==> config.mk <==
export PLATFORM = sky130hd
export DESIGN_NAME = srr_core
export DESIGN_NICKNAME = d
export VERILOG_FILES = /design/src/inc/srr_pkg.sv /design/src/srr_core.sv /design/src/srr_rot.sv
export VERILOG_INCLUDE_DIRS = /design/src /design/src/inc
export SDC_FILE = /design/constraint.sdc
export NUM_CORES = 1
export LEC_CHECK = 0
export BUFFER_PORTS_ARGS = -buffer_cell sky130_fd_sc_hd__buf_2
export CAP_MARGIN = 20
export CORE_ASPECT_RATIO = 1.4
export CORE_MARGIN = 3
export CORE_UTILIZATION = 45
export CTS_CLUSTER_SIZE = 24
export DETAILED_ROUTE_END_ITERATION = 10
export GPL_TIMING_DRIVEN = 0
export PLACE_DENSITY = 0.83
export SLEW_MARGIN = 30
export SYNTH_ARGS = -nofsm -noshare
export SYNTH_HDL_FRONTEND = slang
export SYNTH_SLANG_ARGS = --single-unit
==> constraint.sdc <==
create_clock -name clk -period 5.7 [get_ports clk]
set_input_delay 1.71 -clock clk [delete_from_list [all_inputs] [get_ports clk]]
set_output_delay 1.71 -clock clk [all_outputs]
set_load 0.01 [all_outputs]
==> src/inc/srr_params.svh <==
/*
 * Constants for the return and rotate execution block: opcode patterns,
 * field positions, flag positions, address limits and reset values.
 * Assumes it is included by its bare name from the package or from the design.
 */
`ifndef SRR_PARAMS_SVH
`define SRR_PARAMS_SVH

// Opcode patterns (instruction word is 16 bits)
`define SRR_RET_PATTERN 15'h0009
`define SRR_ROT_PATTERN 6'h0D
`define SRR_RET_OP_MSB 15
`define SRR_RET_OP_LSB 1
`define SRR_ROT_OP_MSB 15
`define SRR_ROT_OP_LSB 10

// Operand field positions
`define SRR_SEL_BIT 0
`define SRR_DEST_BIT 9
`define SRR_ACC_BIT 8
`define SRR_FILE_MSB 7
`define SRR_FILE_LSB 0

// Flag positions inside the status register
`define SRR_FLAG_C 0
`define SRR_FLAG_Z 2
`define SRR_FLAG_N 4

// Operand addressing
`define SRR_IDX_LIMIT 8'h5F
`define SRR_ACCESS_HIGH_BANK 4'hF

// Reset values
`define SRR_PC_RESET 21'h000000
`define SRR_BYTE_RESET 8'h00
`define SRR_BSR_RESET 4'h0
`define SRR_ADDR_RESET 12'h000
`define SRR_INSTR_RESET 16'h0000

`endif

==> src/inc/srr_pkg.sv <==
/*
 * Types shared by the return and rotate execution block.
 * Assumes the constants header sits on the include path.
 */
package srr_pkg;
	`include "srr_params.svh"

	// Instruction clock phases, one-hot
	typedef enum logic [3:0] {
		SRR_Q1 = 4'h1,
		SRR_Q2 = 4'h2,
		SRR_Q3 = 4'h4,
		SRR_Q4 = 4'h8
	} srr_phase_type;

	// Operation held for the current instruction cycle, one-hot
	typedef enum logic [3:0] {
		SRR_OP_NONE = 4'h1,
		SRR_OP_RET = 4'h2,
		SRR_OP_ROT = 4'h4,
		SRR_OP_FLUSH = 4'h8
	} srr_op_type;

	// Shadow copies restored by a fast return
	typedef struct packed {
		logic [7:0] working;
		logic [7:0] flags;
		logic [3:0] bank;
	} srr_shadow_type;

	// Write request toward the file register memory
	typedef struct packed {
		logic we;
		logic [11:0] addr;
		logic [7:0] data;
	} srr_file_wr_type;
endpackage : srr_pkg

==> src/srr_core.sv <==
/*
 * Execution of the subroutine return and rotate-left-through-carry
 * instructions, paced by a four-phase instruction cycle.
 * Assumes: the instruction word, stack top, shadow copies, file read data
 * and index pointer come from logic on the same clock; the return stack
 * pops on the one-cycle pop strobe; file read data is valid one clock
 * after the read address is shown.
 */
// Function
// (RQ1) Return pops stack, top value loads program counter
// (RQ2) Select one restores working, flags, bank from shadows
// (RQ3) Select zero leaves working, flags, bank alone
// (RQ4) Return keeps pc latches and arithmetic flags
// (RQ5) Rotate left; old top to carry, carry in
// (RQ6) Destination zero writes working, file untouched
// (RQ7) Destination one writes back the file register
// (RQ8) Indexed offset addressing when extended and f<=95
// (RQ9) Return two cycles with flush; rotate one
// (RQ10) Rotate sets carry, negative, zero from result
`timescale 1ns/1ns
`include "srr_params.svh"
module srr_core
	import srr_pkg::*;
#(
	parameter int PC_WIDTH = 21,
	parameter int ADDR_WIDTH = 12
) (
	input wire logic clk,
	input wire logic arst_n,
	input wire logic instr_valid,
	input wire logic [15:0] instr_word,
	input wire logic [PC_WIDTH-1:0] top_of_return_stack,
	input wire srr_shadow_type shadow_in,
	input wire logic extended_enable,
	input wire logic [ADDR_WIDTH-1:0] index_pointer,
	input wire logic [7:0] file_rd_data,
	output srr_phase_type phase_r,
	output logic flush_r,
	output logic stack_pop_r,
	output logic [PC_WIDTH-1:0] pc_r,
	output logic [7:0] working_r,
	output logic [7:0] flags_r,
	output logic [3:0] bank_select_register_r,
	output logic [ADDR_WIDTH-1:0] file_rd_addr_r,
	output srr_file_wr_type file_wr_r
);
	// Phase and operation state
	srr_phase_type phase_nxt;
	srr_op_type op_r; // Operation of the current instruction cycle
	srr_op_type op_nxt;
	logic [15:0] instr_r; // Word latched at decode
	logic [15:0] instr_nxt;
	logic [7:0] operand_r; // File value captured at Q3
	logic [7:0] operand_nxt;
	logic flush_nxt;
	logic stack_pop_nxt;
	logic [PC_WIDTH-1:0] pc_nxt;
	logic [7:0] working_nxt;
	logic [7:0] flags_nxt;
	logic [3:0] bank_nxt;
	logic [ADDR_WIDTH-1:0] rd_addr_nxt;
	srr_file_wr_type file_wr_nxt;

	// Rotate datapath outputs
	logic [7:0] rot_result;
	logic rot_carry;
	logic rot_neg;
	logic rot_zero;

	// Effective file address of the operand
	function automatic logic [ADDR_WIDTH-1:0] operand_addr(
		input logic [15:0] word,
		input logic ext,
		input logic [ADDR_WIDTH-1:0] ptr,
		input logic [3:0] bank
	);
		logic [7:0] f;
		logic [ADDR_WIDTH-1:0] result;
		f = word[`SRR_FILE_MSB:`SRR_FILE_LSB];
		result = '0;
		if (word[`SRR_ACC_BIT]) begin
			// Banked access
			result = ADDR_WIDTH'({bank, f});
		end else if (f <= `SRR_IDX_LIMIT) begin
			// Low access region, or pointer plus literal offset
			if (ext) begin
				result = ptr + ADDR_WIDTH'(f); // RQ8
			end else begin
				result = ADDR_WIDTH'(f);
			end
		end else begin
			// Upper access region maps onto the special function bank
			result = ADDR_WIDTH'({`SRR_ACCESS_HIGH_BANK, f});
		end
		return result;
	endfunction : operand_addr

	// Decode helpers
	function automatic logic is_return(input logic [15:0] word);
		return word[`SRR_RET_OP_MSB:`SRR_RET_OP_LSB] == `SRR_RET_PATTERN;
	endfunction : is_return

	function automatic logic is_rotate(input logic [15:0] word);
		return word[`SRR_ROT_OP_MSB:`SRR_ROT_OP_LSB] == `SRR_ROT_PATTERN;
	endfunction : is_rotate

	// Rotate with the carry held in the flags register
	srr_rot #(
		.WIDTH(8)
	) u_rot (
		.operand(operand_r),
		.carry_in(flags_r[`SRR_FLAG_C]),
		.result(rot_result),
		.carry_out(rot_carry),
		.negative(rot_neg),
		.zero(rot_zero)
	);

	// Next-state for phases, decode and the architectural registers
	always_comb begin
		phase_nxt = phase_r;
		op_nxt = op_r;
		instr_nxt = instr_r;
		operand_nxt = operand_r;
		flush_nxt = flush_r;
		stack_pop_nxt = 1'b0;
		pc_nxt = pc_r;
		working_nxt = working_r;
		flags_nxt = flags_r;
		bank_nxt = bank_select_register_r;
		rd_addr_nxt = file_rd_addr_r;
		file_wr_nxt = file_wr_r;
		file_wr_nxt.we = 1'b0;
		case (phase_r)
			SRR_Q1: begin
				// Decode; a flush cycle swallows its word
				phase_nxt = SRR_Q2;
				instr_nxt = instr_word;
				if (op_r == SRR_OP_FLUSH) begin
					op_nxt = SRR_OP_FLUSH; // RQ9
				end else if (instr_valid && is_return(instr_word)) begin
					op_nxt = SRR_OP_RET;
				end else if (instr_valid && is_rotate(instr_word)) begin
					op_nxt = SRR_OP_ROT;
				end else begin
					op_nxt = SRR_OP_NONE;
				end
			end
			SRR_Q2: begin
				// Read register f
				phase_nxt = SRR_Q3;
				if (op_r == SRR_OP_ROT) begin
					rd_addr_nxt = operand_addr(instr_r, extended_enable, index_pointer,
						bank_select_register_r); // RQ8
				end
			end
			SRR_Q3: begin
				// Process: capture the operand read in Q2
				phase_nxt = SRR_Q4;
				if (op_r == SRR_OP_ROT) begin
					operand_nxt = file_rd_data;
				end
			end
			SRR_Q4: begin
				// Write destination, or pop into the program counter
				phase_nxt = SRR_Q1;
				case (op_r)
					SRR_OP_RET: begin // RQ4
						pc_nxt = top_of_return_stack; // RQ1
						stack_pop_nxt = 1'b1; // RQ1
						if (instr_r[`SRR_SEL_BIT]) begin // RQ3
							// Fast return: whole flags byte from its shadow
							working_nxt = shadow_in.working; // RQ2
							flags_nxt = shadow_in.flags; // RQ2
							bank_nxt = shadow_in.bank; // RQ2
						end
						// Select clear keeps working, flags, bank
						// No latch state here and no flag arithmetic
						op_nxt = SRR_OP_FLUSH; // RQ9
						flush_nxt = 1'b1; // RQ9
					end
					SRR_OP_ROT: begin
						flags_nxt[`SRR_FLAG_C] = rot_carry; // RQ10
						flags_nxt[`SRR_FLAG_N] = rot_neg; // RQ10
						flags_nxt[`SRR_FLAG_Z] = rot_zero; // RQ10
						if (instr_r[`SRR_DEST_BIT]) begin
							file_wr_nxt.we = 1'b1; // RQ7
							file_wr_nxt.addr = file_rd_addr_r; // RQ7
							file_wr_nxt.data = rot_result; // RQ7
						end else begin
							working_nxt = rot_result; // RQ6
						end
						op_nxt = SRR_OP_NONE;
					end
					SRR_OP_FLUSH: begin
						// Flush cycle done, next cycle executes
						op_nxt = SRR_OP_NONE;
						flush_nxt = 1'b0; // RQ9
					end
					default: begin
						op_nxt = SRR_OP_NONE;
					end
				endcase
			end
			default: begin
				// Illegal phase code recovers to decode
				phase_nxt = SRR_Q1;
				op_nxt = SRR_OP_NONE;
			end
		endcase
	end

	// Registers only; every output comes from here
	always_ff @(posedge clk or negedge arst_n) begin
		if (!arst_n) begin
			phase_r <= SRR_Q1;
			op_r <= SRR_OP_NONE;
			instr_r <= `SRR_INSTR_RESET;
			operand_r <= `SRR_BYTE_RESET;
			flush_r <= 1'b0;
			stack_pop_r <= 1'b0;
			pc_r <= `SRR_PC_RESET;
			working_r <= `SRR_BYTE_RESET;
			flags_r <= `SRR_BYTE_RESET;
			bank_select_register_r <= `SRR_BSR_RESET;
			file_rd_addr_r <= `SRR_ADDR_RESET;
			file_wr_r <= '0;
		end else begin
			phase_r <= phase_nxt;
			op_r <= op_nxt;
			instr_r <= instr_nxt;
			operand_r <= operand_nxt;
			flush_r <= flush_nxt;
			stack_pop_r <= stack_pop_nxt;
			pc_r <= pc_nxt;
			working_r <= working_nxt;
			flags_r <= flags_nxt;
			bank_select_register_r <= bank_nxt;
			file_rd_addr_r <= rd_addr_nxt;
			file_wr_r <= file_wr_nxt;
		end
	end
endmodule : srr_core

==> src/srr_rot.sv <==
/*
 * Rotate-left-through-carry datapath with the flags derived from its result.
 * Purely combinational; assumes the caller registers everything it keeps.
 */
`timescale 1ns/1ns
module srr_rot #(
	parameter int WIDTH = 8
) (
	input wire logic [WIDTH-1:0] operand,
	input wire logic carry_in,
	output logic [WIDTH-1:0] result,
	output logic carry_out,
	output logic negative,
	output logic zero
);
	// Old top bit leaves into carry, old carry enters bit zero
	always_comb begin
		result = {operand[WIDTH-2:0], carry_in}; // RQ5
		carry_out = operand[WIDTH-1]; // RQ5
		negative = result[WIDTH-1]; // RQ10
		zero = (result == '0); // RQ10
	end
endmodule : srr_rot
Yosys cells after proc, flatten, opt, wreduce, memory -nomap -nowiden

Index checks and enable logic that the tools add are counted.

Mux-type cells: 22
Add/sub/neg operators: 1
Equal/unequal tests: 11
Reduce and logical (&&, ||, !) cells: 14
$lt $le $gt $ge: 1

Operators with widths:

| kind                                                 | count |
|---|---|
| two-way mux 21 bit                                   | 3 |
| two-way mux 12 bit                                   | 3 |
| one-hot mux 4 bit (3 select lines)                   | 2 |
| two-way mux 8 bit                                    | 2 |
| one-hot mux 8 bit (2 select lines)                   | 1 |
| equality test 15 x 4 -> 1 bit, second input constant | 1 |
| adder 12 x 8 -> 12 bit                               | 1 |
| AND reduction 3 bit                                  | 3 |
| equality test 4 x 2 -> 1 bit, second input constant  | 2 |
| equality test 4 x 3 -> 1 bit, second input constant  | 2 |
| equality test 4 bit, second input constant           | 2 |
| <= comparator 8 x 7 -> 1 bit, second input constant  | 1 |
| zero test 8 bit                                      | 1 |
| two-way mux 4 bit                                    | 2 |
| one-hot mux 1 bit (2 select lines)                   | 4 |
| AND reduction 2 bit                                  | 4 |
| equality test 6 x 4 -> 1 bit, second input constant  | 1 |
| two-way mux 3 bit                                    | 2 |
| two-way mux 5 bit                                    | 1 |
| equality test 4 x 1 -> 1 bit, second input constant  | 1 |
| inequality test 2 bit, second input constant         | 2 |
| AND reduction 4 bit                                  | 1 |
| nonzero test 2 bit                                   | 2 |
| logical AND 1 bit                                    | 2 |
| other kinds (2)                                      | 3 |

Output and inout port bits: 80
Word-level logic and storage cells: 64
Register bits after elaboration: 102
Bits of input ports: 81

Longest topological paths before layout

Depth after elaboration: 6
Mapped depth: 8
Depth with buffers taken out: 8

Hierarchy

From an unflattened synthesis, not the netlist that was laid out.

Cell total of the unflattened synthesis: 440
Area, all modules: 4,742.0 µm²

By module, submodules not included:

| module   | sequential area each (µm²) | area an instance (µm²) | times used | cells each |
|---|---|---|---|---|
| srr_core | 2,555.0                    | 4,648.2                | 1          | 427 |
| srr_rot  | 0.0                        | 93.8                   | 1          | 13 |

Least setup slack after synthesis

OpenSTA, ideal clock, no wires.

Path kind: input port to flip-flop
From: in index_pointer[0]
To: reg file_rd_addr_r[6]
Setup slack: 2,391 ps
Stages: 8
Path buffers: 0
Arrival time: 3,238 ps
Data required time: 5,629 ps
Library setup time: 71 ps
Cells stage by stage: ha_1 inv_1 fa_1 nor2b_1 o2111ai_1 and3b_1 o311a_1 nor2_1

Longest elaborated chain between the ends: 4

RTL lines:

| what                   | line            | source |
|---|---|---|
| start: declaration     | srr_core.sv:35  | `input wire logic [ADDR_WIDTH-1:0] index_pointer,` |
| adder 12 x 8 -> 12 bit | srr_core.sv:87  | `result = ptr + ADDR_WIDTH'(f);` |
| two-way mux 12 bit     | srr_core.sv:86  | `if (ext) begin` |
| two-way mux 12 bit     | srr_core.sv:84  | `` end else if (f <= `SRR_IDX_LIMIT) begin `` |
| two-way mux 12 bit     | srr_core.sv:81  | `` if (word[`SRR_ACC_BIT]) begin `` |
| end signal: assignment | srr_core.sv:226 | `` file_rd_addr_r <= `SRR_ADDR_RESET; `` |
| end signal: assignment | srr_core.sv:239 | `file_rd_addr_r <= rd_addr_nxt;` |
| end: declaration       | srr_core.sv:44  | `output logic [ADDR_WIDTH-1:0] file_rd_addr_r,` |

No other way between the ends.
A chain may end at the register's enable or synchronous reset.

Final worst setup path

Ends and elaborated chain as after synthesis.

==> impl_summary.md <==
Synth
The most common cell in the netlist is sky130_fd_sc_hd__dfrtp_1. After synthesis the cells add up to 4647 sq um. The share of synthesized flip-flops with an asynchronous set or reset is 100.0%.

Among all flip-flop cells after synthesis, the most frequent one is sky130_fd_sc_hd__dfrtp_1. The fraction of synthesized cell area taken by the top area cell type is 53.85%. Synthesis produced a netlist with a net count of 509. By count the netlist is led by sky130_fd_sc_hd__dfrtp_1 (100), sky130_fd_sc_hd__nand2_1 (94), sky130_fd_sc_hd__mux2_2 (47).

During synthesis, Yosys emitted a total of 0 warnings. The cell type contributing the most total cell area after synthesis is sky130_fd_sc_hd__dfrtp_1. The sequential share of the synthesized area is 54.98%.

The count of mapped cells out of synthesis is 419. Counting flops and latches in the post-synthesis netlist gives 102. Synthesis instantiated 51 different standard cells from the library.

By area the synthesized netlist is led by sky130_fd_sc_hd__dfrtp_1 (54%), sky130_fd_sc_hd__mux2_2 (11%), sky130_fd_sc_hd__nand2_1 (7.6%). In this run, synthesis inferred 0 flip-flops with an integrated enable. The mean post-synth cell area is 11.09 sq um.

Global route
The busiest layer in global routing is met2. The initial antenna violation count is 0. The wire length of the first global-routing pass is 19040 um.

The fraction of met3 tracks used by global routing is 4.182%. Global routing used 20.45% of the available tracks. The number of global-route vias before repair came to 3887. After global routing the overflow that remains totals 0.

Global routing consumed, on the met1 layer, 24.93% of the routing resources. The maximum number of pins on one net before global-route repair is 59. For met2 alone, demand over resource in global routing was 35.80%.

Critical path
The worst setup path is captured at a flip-flop. For the worst setup path, the data required time is 5.97 ns. The category of the most critical setup path is in2reg. The startpoint type of the worst setup path is a primary input. For the worst setup path, the data arrival time is 3.60 ns. Of all nets on the critical path, the largest fanout is 5.

Floorplan
In this run the horizontal extent of the chip is 91.89 um. The effective utilization at floorplan is 46.44%. 161 I/O pins were placed.

After floorplanning, the core was divided into 43 placement rows. In this run the vertical extent of the chip is 126.2 um. The core region is 10010 sq um.

The overall die area is 11600 sq um.

Detailed routing
The post-route antenna net violation count is 0. In the routed design, unresolved DRC markers number 0. The first-pass detailed-route iteration total is 4. The average detailed-routed wire length per instance is 15.91 um. The detailed router finished its first iteration with 227 violations. The final wirelength is 11630 um. The detailed router placed 3837 vias in this run.

After detailed routing, the number of vias per cell comes to 5.249.

Clocking
The number of gates resized after CTS is 0. The number of setup buffers added after CTS is 0. For the worst-skew pair, the clock arrives at the later sink with an insertion delay of 0.34 ns. TritonCTS built the clock tree.

Clock-pin slew was measured on the worst setup and hold paths at 0.08 ns. The H-tree was split into 3 levels. Clock tree synthesis inserted a total of 9 buffers. The quantity of hold-fixing buffers added after cts is 0.

The clock drives 102 sinks. The clock passes through at most 2 buffers. The root cell of the clock tree is sky130_fd_sc_hd__clkbuf_16.

Cells and area
In the final layout, the share of cells above drive strength 1 is 40.94%. The design area is 5933 sq um. The number of fillers in the final layout is 866. The number of nets in the final layout is 681. The number of antenna diodes in the final layout is 0. The area growth from synthesis to layout is 27.68%.

Placed design
The area of placed instances is 5650 sq um. The detailed placer's ending HPWL is 9199 um. Input and output buffers added on the ports amount to 160. The placer congestion estimate is 0.8572.

Job
The tool flagged a number of max-cap violations equal to 0.

Timing
Setup violations remaining at the end of the flow were counted as 0. The clock period could shrink to 3.329 ns. The worst slew margin relative to its limit is 55.09%.

The final critical path takes up 58.41% of the cycle. The clock skew after layout is 0.009697 ns. The count of endpoints failing hold in the final timing report is 0. The maximum clock frequency is 0.3004 GHz.

The post-route setup TNS is 0 ns. The number of max-slew violations in the final report is 0. Setup repair after global routing left no endpoint under its margin.

At the pin with the least slew margin, the transition time is 0.6696 ns.

Pwr
Power spread over the standard cell area amounts to 243.4 nW/um^2. VDD sags by at most 0.0001487 V. For this design the static power due to leakage is 0.002892 uW.

Outcome
The run finished with clean final reports.

Worst hold path
The min-delay analysis places its worst path in the category reg2reg.
sequential cells by signal, indices dropped and copies added (netlist names):
| register | flops |
|---|---|
| working_r | 8 |
| stack_pop_r | 1 |
| instr_r | 10 |
| op_r | 4 |
| operand_r | 8 |
| file_wr_r | 21 |
| phase_r | 4 |
| bank_select_register_r | 4 |
| pc_r | 21 |
| file_rd_addr_r | 12 |
| flush_r | 1 |
| flags_r | 8 |
area by class of cell:
cell class | instances | area (sq um) | share of cell area, %
Tap cell | 135 | 168.9 | 2.847
Timing Repair Buffer | 161 | 834.6 | 14.07
Clock buffer | 10 | 229.0 | 3.859
Multi-Input combinational cell | 294 | 1988 | 33.51
Clock inverter | 6 | 53.80 | 0.9068
Sequential cell | 102 | 2555 | 43.06
Buffer | 15 | 73.82 | 1.244
Inverter | 8 | 30.03 | 0.5061
layer usage:
layer,part of all wire (%),vias up
met5,0,-
met4,2.1,0
met3,4.4,18
met2,54,110
met1,39,1888
li1,-,1821
metrics by stage:
| step | std cells | setup slack [ns] | power, uW | hold slack [ns] | utilization (%) |
|---|---|---|---|---|---|
| final | 731 | 2.371 | 1444 | 0.4698 | 59.29 |
| after global routing | 731 | 2.168 | 1513 | 0.5011 | 59.29 |
| after CTS | 731 | 2.399 | 1459 | 0.4753 | 59.29 |
| after detailed placement | 715 | 2.049 | 876.9 | 0.4569 | 56.46 |
| after global placement | 714 | 1.935 | 870.3 | 0.4549 | 56.13 |
| after floorplan | 419 | 2.391 | 809.6 | 0.4798 | - |
kinds of logic after synthesis:
kind of cell    after synthesis  synth area share, %
simple gates                154                16.48
flops                       102                54.98
compound gates               69                9.235
mux                          57                13.54
buf+inv                      23                2.235
fa+ha+maj                     9                2.585
xor+xnor                      5               0.9423
worst max-delay path: stages:
cell	delay (ns)
sky130_fd_sc_hd__buf_2	0.10
sky130_fd_sc_hd__ha_1	0.19
sky130_fd_sc_hd__inv_1	0.06
sky130_fd_sc_hd__fa_1	0.39
sky130_fd_sc_hd__nor2b_1	0.22
sky130_fd_sc_hd__o2111ai_1	0.24
sky130_fd_sc_hd__and3b_1	0.26
sky130_fd_sc_hd__o311a_1	0.35
sky130_fd_sc_hd__nor2_1	0.09
path summary, 6_finish.rpt:
kind	startpoint	to	slack [ns]	cells past startpoint
max	index_pointer[0]	file_rd_addr_r[6]	2.37	9
min in group asynchronous	arst_n	working_r[5]	1.28	1
max in group asynchronous	arst_n	phase_r[0]	3.76	2
min	pc_r[0]	pc_r[0]	0.47	2
min reg2reg	pc_r[0]	pc_r[0]	0.47	2
max reg2reg	instr_r[0]	file_rd_addr_r[6]	3.30	8
power by group:
part	leakage [uW]	switching (uW)	internal (uW)	total [uW]
sequential	0.00115	10.2	734	744
combinational	0.00161	62.6	55.3	118
clock	0.000129	278	304	582
placed cells by master, fill, tap and decap left out, types with 5 or more instances in the layout:
master                      count
sky130_fd_sc_hd__buf_2        167
sky130_fd_sc_hd__dfrtp_1      100
sky130_fd_sc_hd__nand2_1       94
sky130_fd_sc_hd__mux2_2        47
sky130_fd_sc_hd__o21ai_0       23
sky130_fd_sc_hd__a21oi_1       17
sky130_fd_sc_hd__nor2_1        11
sky130_fd_sc_hd__mux2i_1       10
sky130_fd_sc_hd__clkbuf_16      9
sky130_fd_sc_hd__ha_1           8
sky130_fd_sc_hd__inv_1          7
sky130_fd_sc_hd__nor2b_1        7
sky130_fd_sc_hd__clkbuf_1       6
sky130_fd_sc_hd__nand4_1        5
sky130_fd_sc_hd__o21a_1         5
(Power assumes the default switching activity.)
